[src/rtl/sync_serial_status_pkg.sv]
package sync_serial_status_pkg;
	// Bus and data widths
	localparam int ADDR_W = 8;
	localparam int DATA_W = 32;
	localparam int WORD_W = 32;
	localparam int SYNC_W = 16;
	localparam int CNT_W = 16;
	localparam int LEN_W = 5;
	localparam int FLAG_W = 12;
	localparam int PIN_N = 3;
	localparam int SYNC_STAGES = 3;

	// Register byte offsets
	localparam logic [ADDR_W-1:0] OFF_RX_HOLD = 8'h20;
	localparam logic [ADDR_W-1:0] OFF_TX_HOLD = 8'h24;
	localparam logic [ADDR_W-1:0] OFF_RX_SYNC_HOLD = 8'h30;
	localparam logic [ADDR_W-1:0] OFF_TX_SYNC_HOLD = 8'h34;
	localparam logic [ADDR_W-1:0] OFF_CMP_ZERO = 8'h38;
	localparam logic [ADDR_W-1:0] OFF_CMP_ONE = 8'h3C;
	localparam logic [ADDR_W-1:0] OFF_STATUS = 8'h40;
	localparam logic [ADDR_W-1:0] OFF_IRQ_SET = 8'h44;
	localparam logic [ADDR_W-1:0] OFF_IRQ_CLR = 8'h48;
	localparam logic [ADDR_W-1:0] OFF_IRQ_MASK = 8'h4C;

	// Status bit positions
	localparam int ST_TX_FREE = 0;
	localparam int ST_TX_ALL_SENT = 1;
	localparam int ST_TX_DMA_DONE = 2;
	localparam int ST_TX_BUF_EMPTY = 3;
	localparam int ST_RX_AVAIL = 4;
	localparam int ST_RX_OVERRUN = 5;
	localparam int ST_RX_DMA_DONE = 6;
	localparam int ST_RX_BUF_FULL = 7;
	localparam int ST_CMP_ZERO = 8;
	localparam int ST_CMP_ONE = 9;
	localparam int ST_TX_SYNC = 10;
	localparam int ST_RX_SYNC = 11;
	localparam int ST_TX_EN = 16;
	localparam int ST_RX_EN = 17;

	// Flags that clear on a status read
	localparam logic [FLAG_W-1:0] READ_CLEAR_MASK = 12'hF20;

	// Frame-sync edge selector encodings
	localparam logic EDGE_RISE = 1'h0;
	localparam logic EDGE_FALL = 1'h1;

	// Reset values and word length limits
	localparam logic [FLAG_W-1:0] MASK_RESET = 12'h000;
	localparam logic [SYNC_W-1:0] SYNC_RESET = 16'h0000;
	localparam logic [WORD_W-1:0] WORD_RESET = 32'h0000_0000;
	localparam logic [LEN_W-1:0] LEN_MAX = 5'h1F;
	localparam logic [LEN_W-1:0] LEN_FORBIDDEN = 5'h00;
endpackage : sync_serial_status_pkg

[src/rtl/sync_serial_status_data_regs.sv]
// Function
// - Edge selector: 0 rising, 1 falling
// - Data words right aligned at bit zero
// - Holding-free flag low while word waits
// - All-sent only after shifter finished last word
// - DMA done sets at zero, write clears
// - Buffer flags: both DMA counts zero
// - Receive-available set when word loaded
// - Overrun on unread word, clear on status read
// - Receive DMA done: zero sets, write clears
// - Compare zero flag, status read clears
// - Compare one flag, status read clears
// - Transmit sync flag, status read clears
// - Receive sync flag, status read clears
// - Status shows both direction enables
// - Enable register writes ones only
// - Word has length field plus one bits
// - Sync word shifted out during frame sync
`timescale 1ns/1ps
module sync_serial_status_data_regs (
	input wire logic i_clk_sys,
	input wire logic i_rst_n,
	input wire logic i_psel,
	input wire logic i_penable,
	input wire logic i_pwrite,
	input wire logic [sync_serial_status_pkg::ADDR_W-1:0] i_paddr,
	input wire logic [sync_serial_status_pkg::DATA_W-1:0] i_pwdata,
	output logic [sync_serial_status_pkg::DATA_W-1:0] o_prdata,
	output logic o_pready,
	output logic o_pslverr,
	input wire logic i_link_clk,
	input wire logic i_tx_frame_sync,
	input wire logic i_rx_frame_sync,
	output logic o_sync_data_bit,
	output logic o_sync_data_drive,
	input wire logic [sync_serial_status_pkg::LEN_W-1:0] i_word_length_field,
	input wire logic i_sync_edge_select,
	input wire logic i_rx_sync_edge_select,
	input wire logic i_sync_data_enable,
	input wire logic i_tx_enabled_state,
	input wire logic i_rx_enabled_state,
	input wire logic i_tx_shift_ready,
	input wire logic i_tx_shift_busy,
	output logic [sync_serial_status_pkg::WORD_W-1:0] o_tx_word,
	output logic o_tx_word_load,
	input wire logic i_rx_word_load,
	input wire logic [sync_serial_status_pkg::WORD_W-1:0] i_rx_shift_word,
	input wire logic i_rx_sync_load,
	input wire logic [sync_serial_status_pkg::SYNC_W-1:0] i_rx_sync_shift,
	input wire logic [sync_serial_status_pkg::CNT_W-1:0] i_tx_dma_count,
	input wire logic [sync_serial_status_pkg::CNT_W-1:0] i_tx_dma_next_count,
	input wire logic i_tx_dma_count_wr,
	input wire logic [sync_serial_status_pkg::CNT_W-1:0] i_rx_dma_count,
	input wire logic [sync_serial_status_pkg::CNT_W-1:0] i_rx_dma_next_count,
	input wire logic i_rx_dma_count_wr,
	output logic o_irq
);
	import sync_serial_status_pkg::*;

	logic setup_ph;
	logic access_ph;
	logic wr_en;
	logic rd_en;
	logic [DATA_W-1:0] rd_val;
	logic rd_err;
	logic [DATA_W-1:0] prdata_r;
	logic err_r;
	logic [FLAG_W-1:0] status_vec;
	logic [DATA_W-1:0] status_word;
	logic [FLAG_W-1:0] imr_r;
	logic irq_r;
	logic [WORD_W-1:0] thr_r;
	logic tx_full_r;
	logic tx_move;
	logic [WORD_W-1:0] tx_word_r;
	logic tx_load_r;
	logic [WORD_W-1:0] rhr_r;
	logic rx_avail_r;
	logic rx_stale_r;
	logic rhr_rd;
	logic rx_clear;
	logic [SYNC_W-1:0] rshr_r;
	logic [SYNC_W-1:0] tshr_r;
	logic [SYNC_W-1:0] cmp0_r;
	logic [SYNC_W-1:0] cmp1_r;
	logic [FLAG_W-1:0] sticky_r;
	logic [FLAG_W-1:0] sticky_set;
	logic [FLAG_W-1:0] sticky_clr;
	logic [CNT_W-1:0] tx_cnt_prev_r;
	logic [CNT_W-1:0] rx_cnt_prev_r;
	logic tx_reached;
	logic rx_reached;
	logic tx_done_r;
	logic rx_done_r;
	logic [LEN_W-1:0] shr_amt;
	logic [WORD_W-1:0] word_mask;
	logic len_ok;
	logic [PIN_N-1:0] pin_in;
	logic [PIN_N-1:0] pin_lvl_r;
	logic [PIN_N-1:0] pin_prev_r;
	logic link_fall;
	logic tx_fs_rise;
	logic tx_fs_fall;
	logic rx_fs_rise;
	logic rx_fs_fall;
	logic tx_sync_evt;
	logic rx_sync_evt;
	logic tx_fs_active;
	logic [SYNC_W-1:0] sync_shift_r;

	assign setup_ph = i_psel & ~i_penable;
	assign access_ph = i_psel & i_penable;
	assign wr_en = access_ph & i_pwrite & ~err_r;
	assign rd_en = access_ph & ~i_pwrite & ~err_r;
	// Zero wait states: read data is captured in the setup cycle
	assign o_pready = access_ph;
	assign o_pslverr = access_ph & err_r;
	assign o_prdata = prdata_r;

	// Word length mask derived from the length field
	assign shr_amt = LEN_MAX - i_word_length_field;
	assign word_mask = WORD_RESET - 32'h0000_0001 >> shr_amt;
	assign len_ok = i_word_length_field != LEN_FORBIDDEN;

	// Pin synchronisers; a level counts once stages two and three agree
	assign pin_in = {i_rx_frame_sync, i_tx_frame_sync, i_link_clk};
	genvar gi;
	generate
		for (gi = 0; gi < PIN_N; gi++)
		begin : g_pin
			logic [SYNC_STAGES-1:0] stg_r;
			always_ff @(posedge i_clk_sys)
			begin
				if (!i_rst_n)
				begin
					stg_r <= '0;
					pin_lvl_r[gi] <= 1'b0;
					pin_prev_r[gi] <= 1'b0;
				end
				else
				begin
					stg_r <= {stg_r[SYNC_STAGES-2:0], pin_in[gi]};
					if (stg_r[1] == stg_r[2])
						pin_lvl_r[gi] <= stg_r[2];
					pin_prev_r[gi] <= pin_lvl_r[gi];
				end
			end
		end
	endgenerate

	assign link_fall = ~pin_lvl_r[0] & pin_prev_r[0];
	assign tx_fs_rise = pin_lvl_r[1] & ~pin_prev_r[1];
	assign tx_fs_fall = ~pin_lvl_r[1] & pin_prev_r[1];
	assign rx_fs_rise = pin_lvl_r[2] & ~pin_prev_r[2];
	assign rx_fs_fall = ~pin_lvl_r[2] & pin_prev_r[2];
	assign tx_sync_evt = (i_sync_edge_select == EDGE_RISE) ? tx_fs_rise : tx_fs_fall;
	assign rx_sync_evt = (i_rx_sync_edge_select == EDGE_RISE) ? rx_fs_rise : rx_fs_fall;
	// Frame sync is active in the level that follows the selected edge
	assign tx_fs_active = pin_lvl_r[1] ^ i_sync_edge_select;

	always_ff @(posedge i_clk_sys)
	begin
		if (!i_rst_n)
			sync_shift_r <= SYNC_RESET;
		else if (tx_sync_evt)
			sync_shift_r <= tshr_r;
		else if (link_fall & tx_fs_active & i_sync_data_enable)
			sync_shift_r <= {1'b0, sync_shift_r[SYNC_W-1:1]};
	end
	assign o_sync_data_bit = sync_shift_r[0];
	assign o_sync_data_drive = tx_fs_active & i_sync_data_enable;

	// Register read mux, unmapped addresses answer with an error
	always_comb
	begin
		rd_val = '0;
		rd_err = 1'b0;
		if (i_paddr == OFF_RX_HOLD)
			rd_val = rhr_r;
		else if (i_paddr == OFF_TX_HOLD)
			rd_val = '0;
		else if (i_paddr == OFF_RX_SYNC_HOLD)
			rd_val = {16'h0000, rshr_r};
		else if (i_paddr == OFF_TX_SYNC_HOLD)
			rd_val = {16'h0000, tshr_r};
		else if (i_paddr == OFF_CMP_ZERO)
			rd_val = {16'h0000, cmp0_r};
		else if (i_paddr == OFF_CMP_ONE)
			rd_val = {16'h0000, cmp1_r};
		else if (i_paddr == OFF_STATUS)
			rd_val = status_word;
		else if (i_paddr == OFF_IRQ_SET || i_paddr == OFF_IRQ_CLR)
			rd_val = '0;
		else if (i_paddr == OFF_IRQ_MASK)
			rd_val = {20'h00000, imr_r};
		else
			rd_err = 1'b1;
	end

	always_ff @(posedge i_clk_sys)
	begin
		if (!i_rst_n)
		begin
			prdata_r <= '0;
			err_r <= 1'b0;
		end
		else if (setup_ph)
		begin
			prdata_r <= i_pwrite ? '0 : rd_val;
			err_r <= rd_err;
		end
	end

	// enables shown beside the event flags
	assign status_word = {14'h0000, i_rx_enabled_state, i_tx_enabled_state, 4'h0, status_vec};

	// holding-free is the inverse of a waiting word
	assign status_vec[ST_TX_FREE] = ~tx_full_r;
	// nothing waiting, nothing handed over, shifter idle
	assign status_vec[ST_TX_ALL_SENT] = ~tx_full_r & ~tx_load_r & ~i_tx_shift_busy;
	assign status_vec[ST_TX_DMA_DONE] = tx_done_r;
	// both counts of a direction at zero
	assign status_vec[ST_TX_BUF_EMPTY] = (i_tx_dma_count == '0) && (i_tx_dma_next_count == '0);
	assign status_vec[ST_RX_AVAIL] = rx_avail_r;
	assign status_vec[ST_RX_OVERRUN] = sticky_r[ST_RX_OVERRUN];
	assign status_vec[ST_RX_DMA_DONE] = rx_done_r;
	assign status_vec[ST_RX_BUF_FULL] = (i_rx_dma_count == '0) && (i_rx_dma_next_count == '0);
	assign status_vec[ST_RX_SYNC:ST_CMP_ZERO] = sticky_r[ST_RX_SYNC:ST_CMP_ZERO];

	// Transmit holding; a new write overwrites a word not yet moved
	assign tx_move = tx_full_r & i_tx_shift_ready & i_tx_enabled_state & len_ok;
	always_ff @(posedge i_clk_sys)
	begin
		if (!i_rst_n)
		begin
			thr_r <= WORD_RESET;
			tx_full_r <= 1'b0;
		end
		else
		begin
			if (wr_en && i_paddr == OFF_TX_HOLD)
				thr_r <= i_pwdata;
			// write marks the holding register occupied
			tx_full_r <= (wr_en && i_paddr == OFF_TX_HOLD) | (tx_full_r & ~tx_move);
		end
	end

	// a forbidden length never hands a word to the shifter
	always_ff @(posedge i_clk_sys)
	begin
		if (!i_rst_n)
		begin
			tx_word_r <= WORD_RESET;
			tx_load_r <= 1'b0;
		end
		else
		begin
			tx_load_r <= tx_move;
			// only the low length-plus-one bits travel
			if (tx_move)
				tx_word_r <= thr_r & word_mask;
		end
	end
	assign o_tx_word = tx_word_r;
	assign o_tx_word_load = tx_load_r;

	// A word loaded during the read's setup cycle was not seen, so it stays
	assign rhr_rd = rd_en && i_paddr == OFF_RX_HOLD;
	assign rx_clear = rhr_rd & ~rx_stale_r;
	always_ff @(posedge i_clk_sys)
	begin
		if (!i_rst_n)
		begin
			rhr_r <= WORD_RESET;
			rx_avail_r <= 1'b0;
			rx_stale_r <= 1'b0;
		end
		else
		begin
			if (i_rx_word_load)
				rhr_r <= i_rx_shift_word & word_mask;
			// load sets, read clears, load wins
			rx_avail_r <= i_rx_word_load | (rx_avail_r & ~rx_clear);
			if (setup_ph)
				rx_stale_r <= i_rx_word_load;
		end
	end

	// Sync holding and compare values
	always_ff @(posedge i_clk_sys)
	begin
		if (!i_rst_n)
		begin
			rshr_r <= SYNC_RESET;
			tshr_r <= SYNC_RESET;
			cmp0_r <= SYNC_RESET;
			cmp1_r <= SYNC_RESET;
		end
		else
		begin
			if (i_rx_sync_load)
				rshr_r <= i_rx_sync_shift;
			if (wr_en && i_paddr == OFF_TX_SYNC_HOLD)
				tshr_r <= i_pwdata[SYNC_W-1:0];
			if (wr_en && i_paddr == OFF_CMP_ZERO)
				cmp0_r <= i_pwdata[SYNC_W-1:0];
			if (wr_en && i_paddr == OFF_CMP_ONE)
				cmp1_r <= i_pwdata[SYNC_W-1:0];
		end
	end

	// Read-clear flags; only bits seen by the read are cleared, so a late event survives
	always_comb
	begin
		sticky_set = '0;
		// overrun when an unread word is replaced
		sticky_set[ST_RX_OVERRUN] = i_rx_word_load & rx_avail_r & ~rx_clear;
		sticky_set[ST_CMP_ZERO] = i_rx_sync_load && i_rx_sync_shift == cmp0_r;
		sticky_set[ST_CMP_ONE] = i_rx_sync_load && i_rx_sync_shift == cmp1_r;
		sticky_set[ST_TX_SYNC] = tx_sync_evt;
		sticky_set[ST_RX_SYNC] = rx_sync_evt;
		sticky_clr = '0;
		if (rd_en && i_paddr == OFF_STATUS)
			sticky_clr = prdata_r[FLAG_W-1:0] & READ_CLEAR_MASK;
	end

	always_ff @(posedge i_clk_sys)
	begin
		if (!i_rst_n)
			sticky_r <= '0;
		else
			sticky_r <= sticky_set | (sticky_r & ~sticky_clr);
	end

	// DMA done flags fire on the count's arrival at zero
	assign tx_reached = (tx_cnt_prev_r != '0) && (i_tx_dma_count == '0);
	assign rx_reached = (rx_cnt_prev_r != '0) && (i_rx_dma_count == '0);
	always_ff @(posedge i_clk_sys)
	begin
		if (!i_rst_n)
		begin
			tx_cnt_prev_r <= '0;
			rx_cnt_prev_r <= '0;
			tx_done_r <= 1'b0;
			rx_done_r <= 1'b0;
		end
		else
		begin
			tx_cnt_prev_r <= i_tx_dma_count;
			rx_cnt_prev_r <= i_rx_dma_count;
			// reaching zero sets, a count write clears
			tx_done_r <= tx_reached | (tx_done_r & ~i_tx_dma_count_wr);
			rx_done_r <= rx_reached | (rx_done_r & ~i_rx_dma_count_wr);
		end
	end

	// Interrupt enables: set register adds, clear register removes
	always_ff @(posedge i_clk_sys)
	begin
		if (!i_rst_n)
			imr_r <= MASK_RESET;
		// ones set, zeros have no effect
		else if (wr_en && i_paddr == OFF_IRQ_SET)
			imr_r <= imr_r | i_pwdata[FLAG_W-1:0];
		else if (wr_en && i_paddr == OFF_IRQ_CLR)
			imr_r <= imr_r & ~i_pwdata[FLAG_W-1:0];
	end

	always_ff @(posedge i_clk_sys)
	begin
		if (!i_rst_n)
			irq_r <= 1'b0;
		// any enabled flag raises the line
		else
			irq_r <= |(status_vec & imr_r);
	end
	assign o_irq = irq_r;
endmodule : sync_serial_status_data_regs

[config.mk]
export PLATFORM = sky130hd
export DESIGN_NAME = sync_serial_status_data_regs
export DESIGN_NICKNAME = d
export VERILOG_FILES = /design/src/rtl/sync_serial_status_pkg.sv /design/src/rtl/sync_serial_status_data_regs.sv
export SDC_FILE = /design/constraint.sdc
export NUM_CORES = 1
export LEC_CHECK = 0
export ABC_AREA = 1
export BUFFER_PORTS_ARGS = -buffer_cell sky130_fd_sc_hd__buf_4
export CORE_ASPECT_RATIO = 1.75
export CORE_MARGIN = 1.5
export CORE_UTILIZATION = 55
export CTS_BUF_LIST = sky130_fd_sc_hd__clkbuf_2
export DETAILED_ROUTE_END_ITERATION = 7
export HOLD_SLACK_MARGIN = 0.06
export PLACE_DENSITY = 0.8
export SLEW_MARGIN = 20
export SYNTH_ARGS = -nofsm -noshare
export SYNTH_HDL_FRONTEND = slang
export SYNTH_SLANG_ARGS = --single-unit
[constraint.sdc]
create_clock -name i_clk_sys -period 1.8 [get_ports i_clk_sys]
set_input_delay 0.09 -clock i_clk_sys [delete_from_list [all_inputs] [get_ports i_clk_sys]]
set_output_delay 0.09 -clock i_clk_sys [all_outputs]
set_load 0.02 [all_outputs]
==> results of run 1 <==
-- logic make-up after synthesis --
group	count (synthesis)	synth area share [%]
buf+inv	269	9.08
xor+xnor	8	0.589
flops	280	47.2
simple gates	692	24.7
compound gates	404	18.5
-- synth_stat cells, types with 2 or more instances --
cell type / instances / share of area [%]
nand2_2: 3 / 0.16
a311oi_1: 11 / 0.81
o31ai_1: 4 / 0.25
xnor2_1: 3 / 0.22
o41ai_1: 2 / 0.15
nor2_1: 144 / 4.5
a221oi_1: 2 / 0.15
o22ai_1: 17 / 0.89
buf_4: 5 / 0.32
nor4_1: 9 / 0.47
inv_1: 175 / 5.5
inv_2: 6 / 0.19
nand3_1: 129 / 5.4
clkbuf_1: 52 / 1.6
a21oi_1: 192 / 8.1
buf_2: 20 / 0.84
nand3b_1: 9 / 0.57
nor2_4: 5 / 0.47
o21bai_1: 3 / 0.19
a21oi_2: 10 / 0.74
o21ai_1: 6 / 0.25
nand4_1: 6 / 0.32
a22oi_1: 2 / 0.13
a31oi_1: 9 / 0.47
nor2_2: 4 / 0.21
xor2_1: 5 / 0.37
dfxtp_1: 280 / 47
nand2_1: 371 / 12
nor3_1: 6 / 0.25
buf_6: 3 / 0.28
o21ai_0: 139 / 5.9
o2111ai_1: 2 / 0.15
buf_1: 5 / 0.16
-- metrics by stage --
stage	hold WS (ns)	worst slack (ns)
floorplan	0.183	0.285
global placement	0.271	0.119
detailed placement	0.276	0.0939
==> impl_metrics.csv, run 1 <==
group,metric,value,unit
synthesis,postSynthAreaPerCell,7.19,sq um
clock_network,postCtsSetupBuffers,0,
synthesis,synth.distinct_cells,47,
clock_network,hold_buffers,443,
clock_network,numCtsBuffers,60,
clock_network,cts.sinks,280,
synthesis,yosys_warnings,0,
synthesis,synth_area,11900,sq um
die,initial_core_util,55.8,%
die,die_w,114,um
run_status,stop_stage,"clock tree synthesis",
synthesis,async_flop_share,0,%
synthesis,synthCells,1653,
synthesis,synthFlopType,"dfxtp_1",
die,placementRows,71,
clock_network,cts_resized,0,
synthesis,yosysSeqAreaShare,47.2,%
synthesis,synth_edf_count,0,
place,placed_cell_area,14000,sq um
place,numPlacedInstances,2103,
place,numPortBuffers,245,
die,die_h,197,um
synthesis,synth-seq-cells,280,
synthesis,synth_nets,1829,
die,ios,246,
run_status,firstError,"[ERROR RSZ-0060] Max buffer count reached.",
place,gp_congestion,1.04,
clock_network,cts_buffer_depth,3,
place,hpwl,31900,um
clock_network,ctsHtreeMaxLevel,2,
run_status,status,"did not finish",
clock_network,cts-root-buf,"clkbuf_2",
==> inputs of run 2 (changes only) <==
Settings changed: CORE_ASPECT_RATIO 1.75 to not set, CORE_UTILIZATION 55 to 40, CTS_BUF_LIST sky130_fd_sc_hd__clkbuf_2 to not set, HOLD_SLACK_MARGIN 0.06 to not set, PLACE_DENSITY 0.8 to not set, PLACE_DENSITY_LB_ADDON set to 0.15.
==> impl_metrics.csv, run 2 <==
group,metric,value,unit
power_and_ir_drop,ir_drop,634,uV
critical_path,required,2.24,ns
grt,grt_max_degree,80,
detailed_routing,first_pass_iters,5,
hold_path,hp-start,"i_rx_sync_shift[5]",
synthesis,synth_area_leaders,"dfxtp_1 47%, nand2_1 12%, a21oi_1 8.1%",
power_and_ir_drop,seqPwrFrac,47.2,%
finish,final-seq-area,5610,sq um
power_and_ir_drop,p_switching,0.00318,W
finish,drive_above_1_share,17.5,%
synthesis,yosys_warnings,0,
detailed_routing,wl_per_cell,17.7,um
place,post-place-ws,0.0356,ns
clock_network,cts_buffer_depth,3,
power_and_ir_drop,p_sw_share,23.5,%
finish,syn2layout_area_growth,39.5,%
synthesis,async_flop_share,0,%
place,gp_congestion,0.992,
hold_path,hold_class,"input port to register",
timing,fin_ws,0.0818,ns
grt,grt_pass1_vias,11703,
grt,grtUsageTotal,27.5,%
place,numPortBuffers,245,
die,placementRows,62,
critical_path,crit_path_max_fanout,3,
power_and_ir_drop,p_int,0.0103,W
die,die-area,30800,sq um
finish,layout_common_cells,"370 x nand2_1, 279 x dfxtp_1, 274 x buf_4",
timing,tightest_slew,0.709,ns
detailed_routing,vias,12476,
timing,fin_skew,0.00668,ns
detailed_routing,antenna_left,0,
critical_path,rr_startpoint,"tx_full_r",
finish,stdcell_area,16600,sq um
synthesis,synthCells,1653,
critical_path,crit_start,"i_penable",
power_and_ir_drop,powerDensity,814,nW/um^2
place,hpwl,31200,um
synthesis,synth_nets,1829,
critical_path,crit_path_end_kind,"register",
timing,timing.fmax,582,MHz
timing,timing.final.crit_share,95.5,%
die,initial_core_util,41.0,%
power_and_ir_drop,clkPwrFrac,43.3,%
detailed_routing,drc_errors,0,
timing,maxSlewViolCount,0,
synthesis,postSynthAreaPerCell,7.19,sq um
timing,slew_headroom,52.2,%
run_status,status,"finished, final reports clean",
clock_network,clkLatencyLatePin,0.55,ns
grt,grt_first_pass_wirelength,65700,um
clock_network,cts.sinks,280,
synthesis,synth-seq-cells,280,
clock_network,numCtsBuffers,30,
die,die_w,175,um
timing,rsz0062_at_grt,"false",
finish,num_antenna_cells,0,
synthesis,synth_area,11900,sq um
clock_network,cts-root-buf,"clkbuf_16",
flow_run,max_cap_violations,0,
finish,fillers,2770,
detailed_routing,wl,43100,um
clock_network,cts_tree,"yes",
place,placed_cell_area,14200,sq um
die,die_h,175,um
timing,tns,0,ns
die,ios,246,
synthesis,synth_common_cells,"371 x nand2_1, 280 x dfxtp_1, 192 x a21oi_1",
synthesis,yosysSeqAreaShare,47.2,%
synthesis,yosysTopAreaCellShare,47.2,%
detailed_routing,via_per_inst,5.14,
timing,fin_crit,1.72,ns
grt,grt_overflow,0,
detailed_routing,drtIter0Drc,1178,
finish,finalNetCount,2204,
timing,hold_viol,0,
clock_network,path_clk_slew,0.06,ns
power_and_ir_drop,pwr-share-comb,9.5,%
synthesis,synthFlopType,"dfxtp_1",
timing,setup_violations,0,
synthesis,synth.distinct_cells,47,
synthesis,synth_edf_count,0,
critical_path,crit_type,"input port to register",
clock_network,ctsHtreeMaxLevel,1,
synthesis,yosysTopAreaCell,"dfxtp_1",
critical_path,crit_path_start_kind,"input port",
finish,multi_input_area,5210,sq um
grt,antenna_found_initial,0,
power_and_ir_drop,leakagePower,7.22,nW
finish,layout_commonest_cell,"nand2_1",
critical_path,critPathArrivalTime,2.16,ns
synthesis,post-synth-top-count-cell,"nand2_1",
die,core-area,29000,sq um
## run 2: cell counts after synthesis
No cell type changed its count.
## run 2: metal layers
metal | routed length (um) | GRT usage, %
met2 | 19600 | 44.8
met3 | 3310 | 3.90
met4 | 1230 | 8.44
met5 | 0 | 0
met1 | 19000 | 37.7
## run 2: final cells by class
class	count	share of cell area, %
well taps	384	2.90
clock buffers	44	5.15
inverters	183	4.18
repair buffers	429	22.2
clock inverters	5	0.370
flip-flops and latches	280	33.8
multi-input cells	1104	31.4
## run 2: worst paths after layout
| path | endpoint | slack (ns) | depth (start not counted) |
|---|---|---|---|
| setup reg to reg | o_tx_word[20] | 0.14 | 5 |
| hold reg to reg | g_pin[1].stg_r[1] | 0.41 | 2 |
| hold / removal | sticky_r[9] | 0.02 | 6 |
| setup / recovery | err_r | 0.08 | 6 |
## run 2: cell families (layout without fill, tap and decap cells)
logic type             count (synthesis)  count (layout)  share of synthesized area (%)
AO/OA/AOI/OAI                        404             404                           18.5
XOR/XNOR                               8               8                          0.589
buffers and inverters                269             661                           9.08
flip-flops                           280             280                           47.2
AND/OR/NAND/NOR                      692             692                           24.7
## run 2: power groups by stage
stage / Clock, W / Sequential, W / Combinational, W
2_1_floorplan: 0 / 0.00649 / 0.000417
3_3_place_gp: 0 / 0.00650 / 0.00101
3_5_place_dp: 0 / 0.00650 / 0.00101
4_1_cts: 0.00593 / 0.00637 / 0.00127
5_1_grt: 0.00619 / 0.00638 / 0.00139
6_report: 0.00584 / 0.00637 / 0.00129
## run 2: timing repair
| action | CTS | global route |
|---|---|---|
| endpoints found under the setup margin | 0 | 15 |
| gates resized for setup | 0 | 5 |
| endpoints found under the hold margin | 195 | 0 |
| buffers inserted | 0 | 0 |
| hold buffers | 147 | 0 |
## run 2: critical path: stages
cell	delay, ns
dlygate4sd3_1	0.55
buf_4	0.15
nor2_4	0.13
dlygate4sd3_1	0.61
a21oi_1	0.07
dlygate4sd3_1	0.56
## run 2: through the flow
stage | std cells | hold WS (ns) | utilization [%] | power (W)
6_report | 2429 | 0.0234 | 57.2 | 0.0135
5_1_grt | 2429 | 0.0533 | 57.2 | 0.0140
4_1_cts | 2429 | 0.00821 | 57.1 | 0.0136
3_5_place_dp | 2233 | 0.279 | 48.9 | 0.00751
3_3_place_gp | 2233 | 0.279 | 48.9 | 0.00751
2_1_floorplan | 1653 | 0.183 | - | 0.00691
No activity file was read; power rests on OpenSTA's default activity.
==> inputs of run 3 (changes only) <==
Settings changed: CELL_PAD_IN_SITES_DETAIL_PLACEMENT set to 0, CELL_PAD_IN_SITES_GLOBAL_PLACEMENT set to 1, CORE_MARGIN 1.5 to not set, CORE_UTILIZATION 40 to 39.
==> impl_metrics.csv, run 3 (synthesized netlist as in run 2, its figures left out) <==
group,metric,value,unit
critical_path,crit_type,"input port to register",
timing,setup_violations,0,
grt,use_met1,38.3,%
clock_network,path_clk_slew,0.06,ns
critical_path,crit_path_end_kind,"register",
grt,grt_max_degree,113,
clock_network,cts.sinks,280,
timing,hold_viol,0,
timing,fin_skew,0.00865,ns
power_and_ir_drop,powerDensity,838,nW/um^2
timing,hold_slack,0.0171,ns
detailed_routing,vias,12439,
grt,grt_pass1_vias,11648,
finish,finalNetCount,2215,
critical_path,critPathArrivalTime,2.14,ns
clock_network,cts_buffer_depth,3,
grt,grt_overflow,0,
finish,drive_above_1_share,18.6,%
place,gp_congestion,0.943,
critical_path,required,2.30,ns
flow_run,max_cap_violations,0,
grt,grt_first_pass_wirelength,66800,um
critical_path,crit_path_max_fanout,7,
die,die_h,177,um
clock_network,clkLatencyLatePin,0.56,ns
finish,syn2layout_area_growth,41.6,%
critical_path,max_stage_delay,0.55,ns
die,ios,246,
timing,timing.final.crit_share,91.4,%
timing,fin_crit,1.65,ns
run_status,status,"finished, final reports clean",
clock_network,cts-root-buf,"clkbuf_16",
clock_network,numCtsBuffers,30,
critical_path,slowest_stage,"dlygate4sd3_1",
detailed_routing,wl_per_cell,18.1,um
grt,grt.met3_usage,4.41,%
detailed_routing,drtIter0Drc,963,
critical_path,cp_cell_sequence,"dlygate4sd3_1 > buf_4 > o21ai_0 > nor2_1 > nand2_1 > a21oi_1 > dlygate4sd3_1",
place,hpwl,32400,um
detailed_routing,first_pass_iters,5,
finish,layout_common_cells,"370 x nand2_1, 291 x buf_4, 280 x dfxtp_1",
grt,grt-busiest-layer,"met2",
hold_path,hold_class,"input port to register",
die,placementRows,63,
die,die_w,177,um
critical_path,cp_common_cell,"dlygate4sd3_1",
grt,grtUsageTotal,28.1,%
grt,grt_use_met2,45.4,%
die,die-area,31200,sq um
finish,fin_cells,2453,
power_and_ir_drop,leakagePower,7.33,nW
die,core-area,29800,sq um
timing,tns,0,ns
clock_network,ctsHtreeMaxLevel,1,
grt,antenna_found_initial,1,
die,initial_core_util,39.9,%
detailed_routing,via_per_inst,5.07,
timing,timing.fmax,608,MHz
timing,rsz0062_at_grt,"false",
place,numPortBuffers,245,
timing,slew_headroom,62.0,%
clock_network,cts_tree,"yes",
detailed_routing,drc_errors,0,
finish,fin_util,56.5,%
detailed_routing,antenna_left,0,
finish,layout_commonest_cell,"nand2_1",
power_and_ir_drop,ir_drop,670,uV
place,numPlacedInstances,2257,
timing,tightest_slew,0.569,ns
critical_path,crit_path_start_kind,"input port",
detailed_routing,wl,44300,um
timing,maxSlewViolCount,0,
-- run 3: report_power, final --
group          switching [W]  total [W]  internal [W]
Combinational       0.000650    0.00126      0.000612
Clock                0.00255    0.00646       0.00391
Sequential         0.0000655    0.00638       0.00632
Total                0.00326     0.0141        0.0108
-- run 3: area by class of cell --
type / count / area [sq um]
well taps: 390 / 488
fillers: 2910 / 13000
inverters: 183 / 691
multi-input cells: 1104 / 5210
flip-flops and latches: 280 / 5610
clock buffers: 48 / 920
repair buffers: 440 / 3800
clock inverters: 7 / 120
diodes: 1 / 2.50
-- run 3: metrics by stage --
step                worst slack (ns)  cell area, sq um  total power (W)
global route                 0.00819             16800           0.0146
detailed placement            0.0741             14400          0.00753
CTS                           0.0657             16800           0.0142
finish                         0.154             16800           0.0141
global placement              0.0648             14400          0.00752
floorplan                      0.285             11900          0.00691
-- run 3: worst max-delay path: cells and delay by family --
family | cells | cell delay [ns]
buffers and inverters | 3 | 1.25
AO/OA/AOI/OAI | 2 | 0.34
AND/OR/NAND/NOR | 2 | 0.46
-- run 3: timing repair --
action | in CTS | in global routing
setup buffers | 0 | 3
endpoints found under the hold margin | 191 | 0
gates resized for setup | 0 | 1
setup endpoints to repair | 0 | 15
hold buffers | 137 | 0
-- run 3: worst paths after layout --
path	start	endpoint	slack [ns]	depth (start not counted)
max reg2reg	pin_lvl_r[1]	sync_shift_r[13]	0.18	8
min reg2reg	g_pin[1].stg_r[0]	g_pin[1].stg_r[1]	0.41	2
max	i_word_length_field[2]	rhr_r[29]	0.15	7
min	i_pwrite	o_prdata[5]	0.02	6
-- run 3: per-layer routing --
layer / share of wire, % / vias to the layer above / wire [um]
met5: 0 / - / 0
met4: 3.1 / 0 / 1370
met3: 7.4 / 69 / 3290
met2: 46 / 461 / 20200
met1: 44 / 5714 / 19500
li1: - / 6195 / -
==> inputs of run 4 (changes only) <==
Settings changed: ABC_AREA 1 to not set, CORE_UTILIZATION 39 to 40.
Clock period 1.8 ns to 2 ns, I/O delays scaled along.
==> impl_metrics.csv, run 4 <==
group,metric,value,unit
detailed_routing,wl,37700,um
synthesis,synth.distinct_cells,58,
synthesis,synth_top_family_by_area,"simple AND/OR/NAND/NOR gates",
finish,syn2layout_area_growth,41.3,%
die,die_w,172,um
synthesis,synthCells,1350,
synthesis,post-synth-top-count-cell,"dfxtp_1",
critical_path,crit_path_max_fanout,25,
timing,tightest_slew,0.793,ns
finish,finalNetCount,1889,
clock_network,cts-root-buf,"clkbuf_16",
detailed_routing,drtIter0Drc,856,
grt,grtUsageTotal,25.5,%
grt,antenna_found_initial,0,
grt,grt_max_degree,67,
die,die_h,172,um
power_and_ir_drop,leakagePower,6.40,nW
place,hpwl,26600,um
detailed_routing,first_pass_iters,5,
synthesis,yosys_warnings,0,
flow_run,max_cap_violations,0,
clock_network,cts_resized,0,
detailed_routing,drc_errors,0,
grt,grt_first_pass_wirelength,58800,um
timing,fin_skew,0.0127,ns
grt,grt.met3_usage,5.09,%
critical_path,required,2.50,ns
place,post-place-ws,0.139,ns
clock_network,numCtsBuffers,31,
finish,layout_common_cells,"280 x dfxtp_1, 280 x buf_4, 200 x nand2_1",
synthesis,synth_edf_count,0,
clock_network,clkLatencyLatePin,0.57,ns
critical_path,r2r_slack,0.20,ns
detailed_routing,vias,10963,
synthesis,synth_area,11500,sq um
synthesis,synth_xor_area_share,2.59,%
timing,fin_ws,0.109,ns
die,placementRows,61,
synthesis,synth_nets,1526,
grt,grt_use_met2,41.8,%
synthesis,synth_mux_area_share,5.39,%
clock_network,postCtsSetupBuffers,0,
power_and_ir_drop,p_total,0.0126,W
timing,slew_headroom,47.1,%
timing,setup_violations,0,
synthesis,synth_common_cells,"280 x dfxtp_1, 200 x nand2_1, 171 x a21oi_1",
place,numPortBuffers,245,
synthesis,synth-seq-cells,280,
critical_path,crit_path_end_kind,"register",
finish,drive_above_1_share,20.0,%
timing,hold_viol,0,
power_and_ir_drop,powerDensity,773,nW/um^2
die,initial_core_util,41.1,%
critical_path,crit_type,"input port to register",
clock_network,cts_buffer_depth,3,
place,gp_congestion,0.868,
run_status,status,"finished, final reports clean",
synthesis,synth-adder-area-share,0,%
synthesis,synth-simple-area-share,23.2,%
critical_path,crit_path_start_kind,"input port",
clock_network,cts.sinks,280,
detailed_routing,wl_per_cell,17.9,um
hold_path,hold_class,"input port to register",
timing,rsz0062_at_grt,"false",
synthesis,synthFlopType,"dfxtp_1",
clock_network,cts_tree,"yes",
synthesis,synth_area_leaders,"dfxtp_1 49%, a21oi_1 7.4%, nand2_1 6.5%",
die,ios,246,
synthesis,async_flop_share,0,%
detailed_routing,via_per_inst,5.20,
critical_path,critPathArrivalTime,2.39,ns
timing,timing.fmax,529,MHz
grt,grt_overflow,0,
synthesis,yosysSeqAreaShare,48.7,%
die,die-area,29500,sq um
clock_network,path_clk_slew,0.06,ns
grt,grt-busiest-layer,"met2",
timing,tns,0,ns
grt,use_met1,33.6,%
finish,fin_util,58.1,%
synthesis,yosysTopAreaCellShare,48.7,%
timing,maxSlewViolCount,0,
grt,grt_pass1_vias,10739,
timing,fin_crit,1.89,ns
clock_network,ctsHtreeMaxLevel,1,
synthesis,postSynthAreaPerCell,8.53,sq um
power_and_ir_drop,ir_drop,625,uV
finish,num_antenna_cells,0,
synthesis,yosysTopAreaCell,"dfxtp_1",
detailed_routing,antenna_left,0,
timing,timing.final.crit_share,94.5,%
die,core-area,28000,sq um
synthesis,synth_compound_area_share,16.2,%
run 4: cell count changes after synthesis, sizes merged, moves of 43 or more:
cell | previous run | this run
inv | 182 | 10
mux2i | 0 | 62
and2 | 0 | 48
nand2 | 374 | 200
nand3 | 129 | 85
o21ai | 145 | 18
nor2 | 153 | 110
run 4: cell type report:
class	instances	area (sq um)
Clock inverter	12	169
Sequential cell	280	5610
Timing Repair Buffer	429	3660
Clock buffer	40	850
Inverter	10	42.5
Multi-Input combinational cell	961	5460
Tap cell	378	473
Fill cell	2584	11700
run 4: through the flow:
stage	hold slack, ns	instances	instance area, sq um
6_report	0.0134	2110	16300
5_1_grt	0.0289	2110	16300
4_1_cts	0.000883	2110	16300
3_5_place_dp	0.311	1916	13800
3_3_place_gp	0.310	1916	13800
2_1_floorplan	0.222	1350	11500
run 4: what timing repair did:
item,in CTS,in global routing
hold endpoints to repair,193,0
setup endpoints to repair,0,0
hold buffers,142,0
run 4: worst paths after layout:
| kind | depth (start not counted) | startpoint | end |
|---|---|---|---|
| worst max-delay path | 7 | i_word_length_field[4] | rhr_r[31] |
| worst min-delay path | 3 | i_rx_sync_load | rshr_r[13] |
| worst max register to register | 6 | err_r | thr_r[23] |
| worst min register to register | 1 | g_pin[2].stg_r[0] | g_pin[2].stg_r[1] |
run 4: worst max-delay path, stage by stage:
cell and delay (ns):
dlygate4sd3_1 0.52, buf_4 0.25, nand2_1 0.16, nor2_1 0.44, nand4_1 0.16, dlygate4sd3_1 0.61
a21oi_1 0.13
run 4: cell families after synthesis:
family	Yosys count
buffers and inverters	109
multiplexers	62
XOR/XNOR	34
flip-flops	280
AND/OR/NAND/NOR	557
AO/OA/AOI/OAI	308
run 4: layer usage:
metal	up-vias	routed length, um
li1	5437	-
met4	0	940
met1	5119	16500
met3	58	2630
met2	349	17600
met5	-	0
run 4: report_power, final:
part | total (W) | switching [W] | internal (W) | leakage (nW)
Combinational | 0.00112 | 0.000531 | 0.000589 | 3.63
Sequential | 0.00572 | 0.0000432 | 0.00567 | 2.27
Clock | 0.00574 | 0.00227 | 0.00347 | 0.498
Total | 0.0126 | 0.00284 | 0.00973 | 6.40
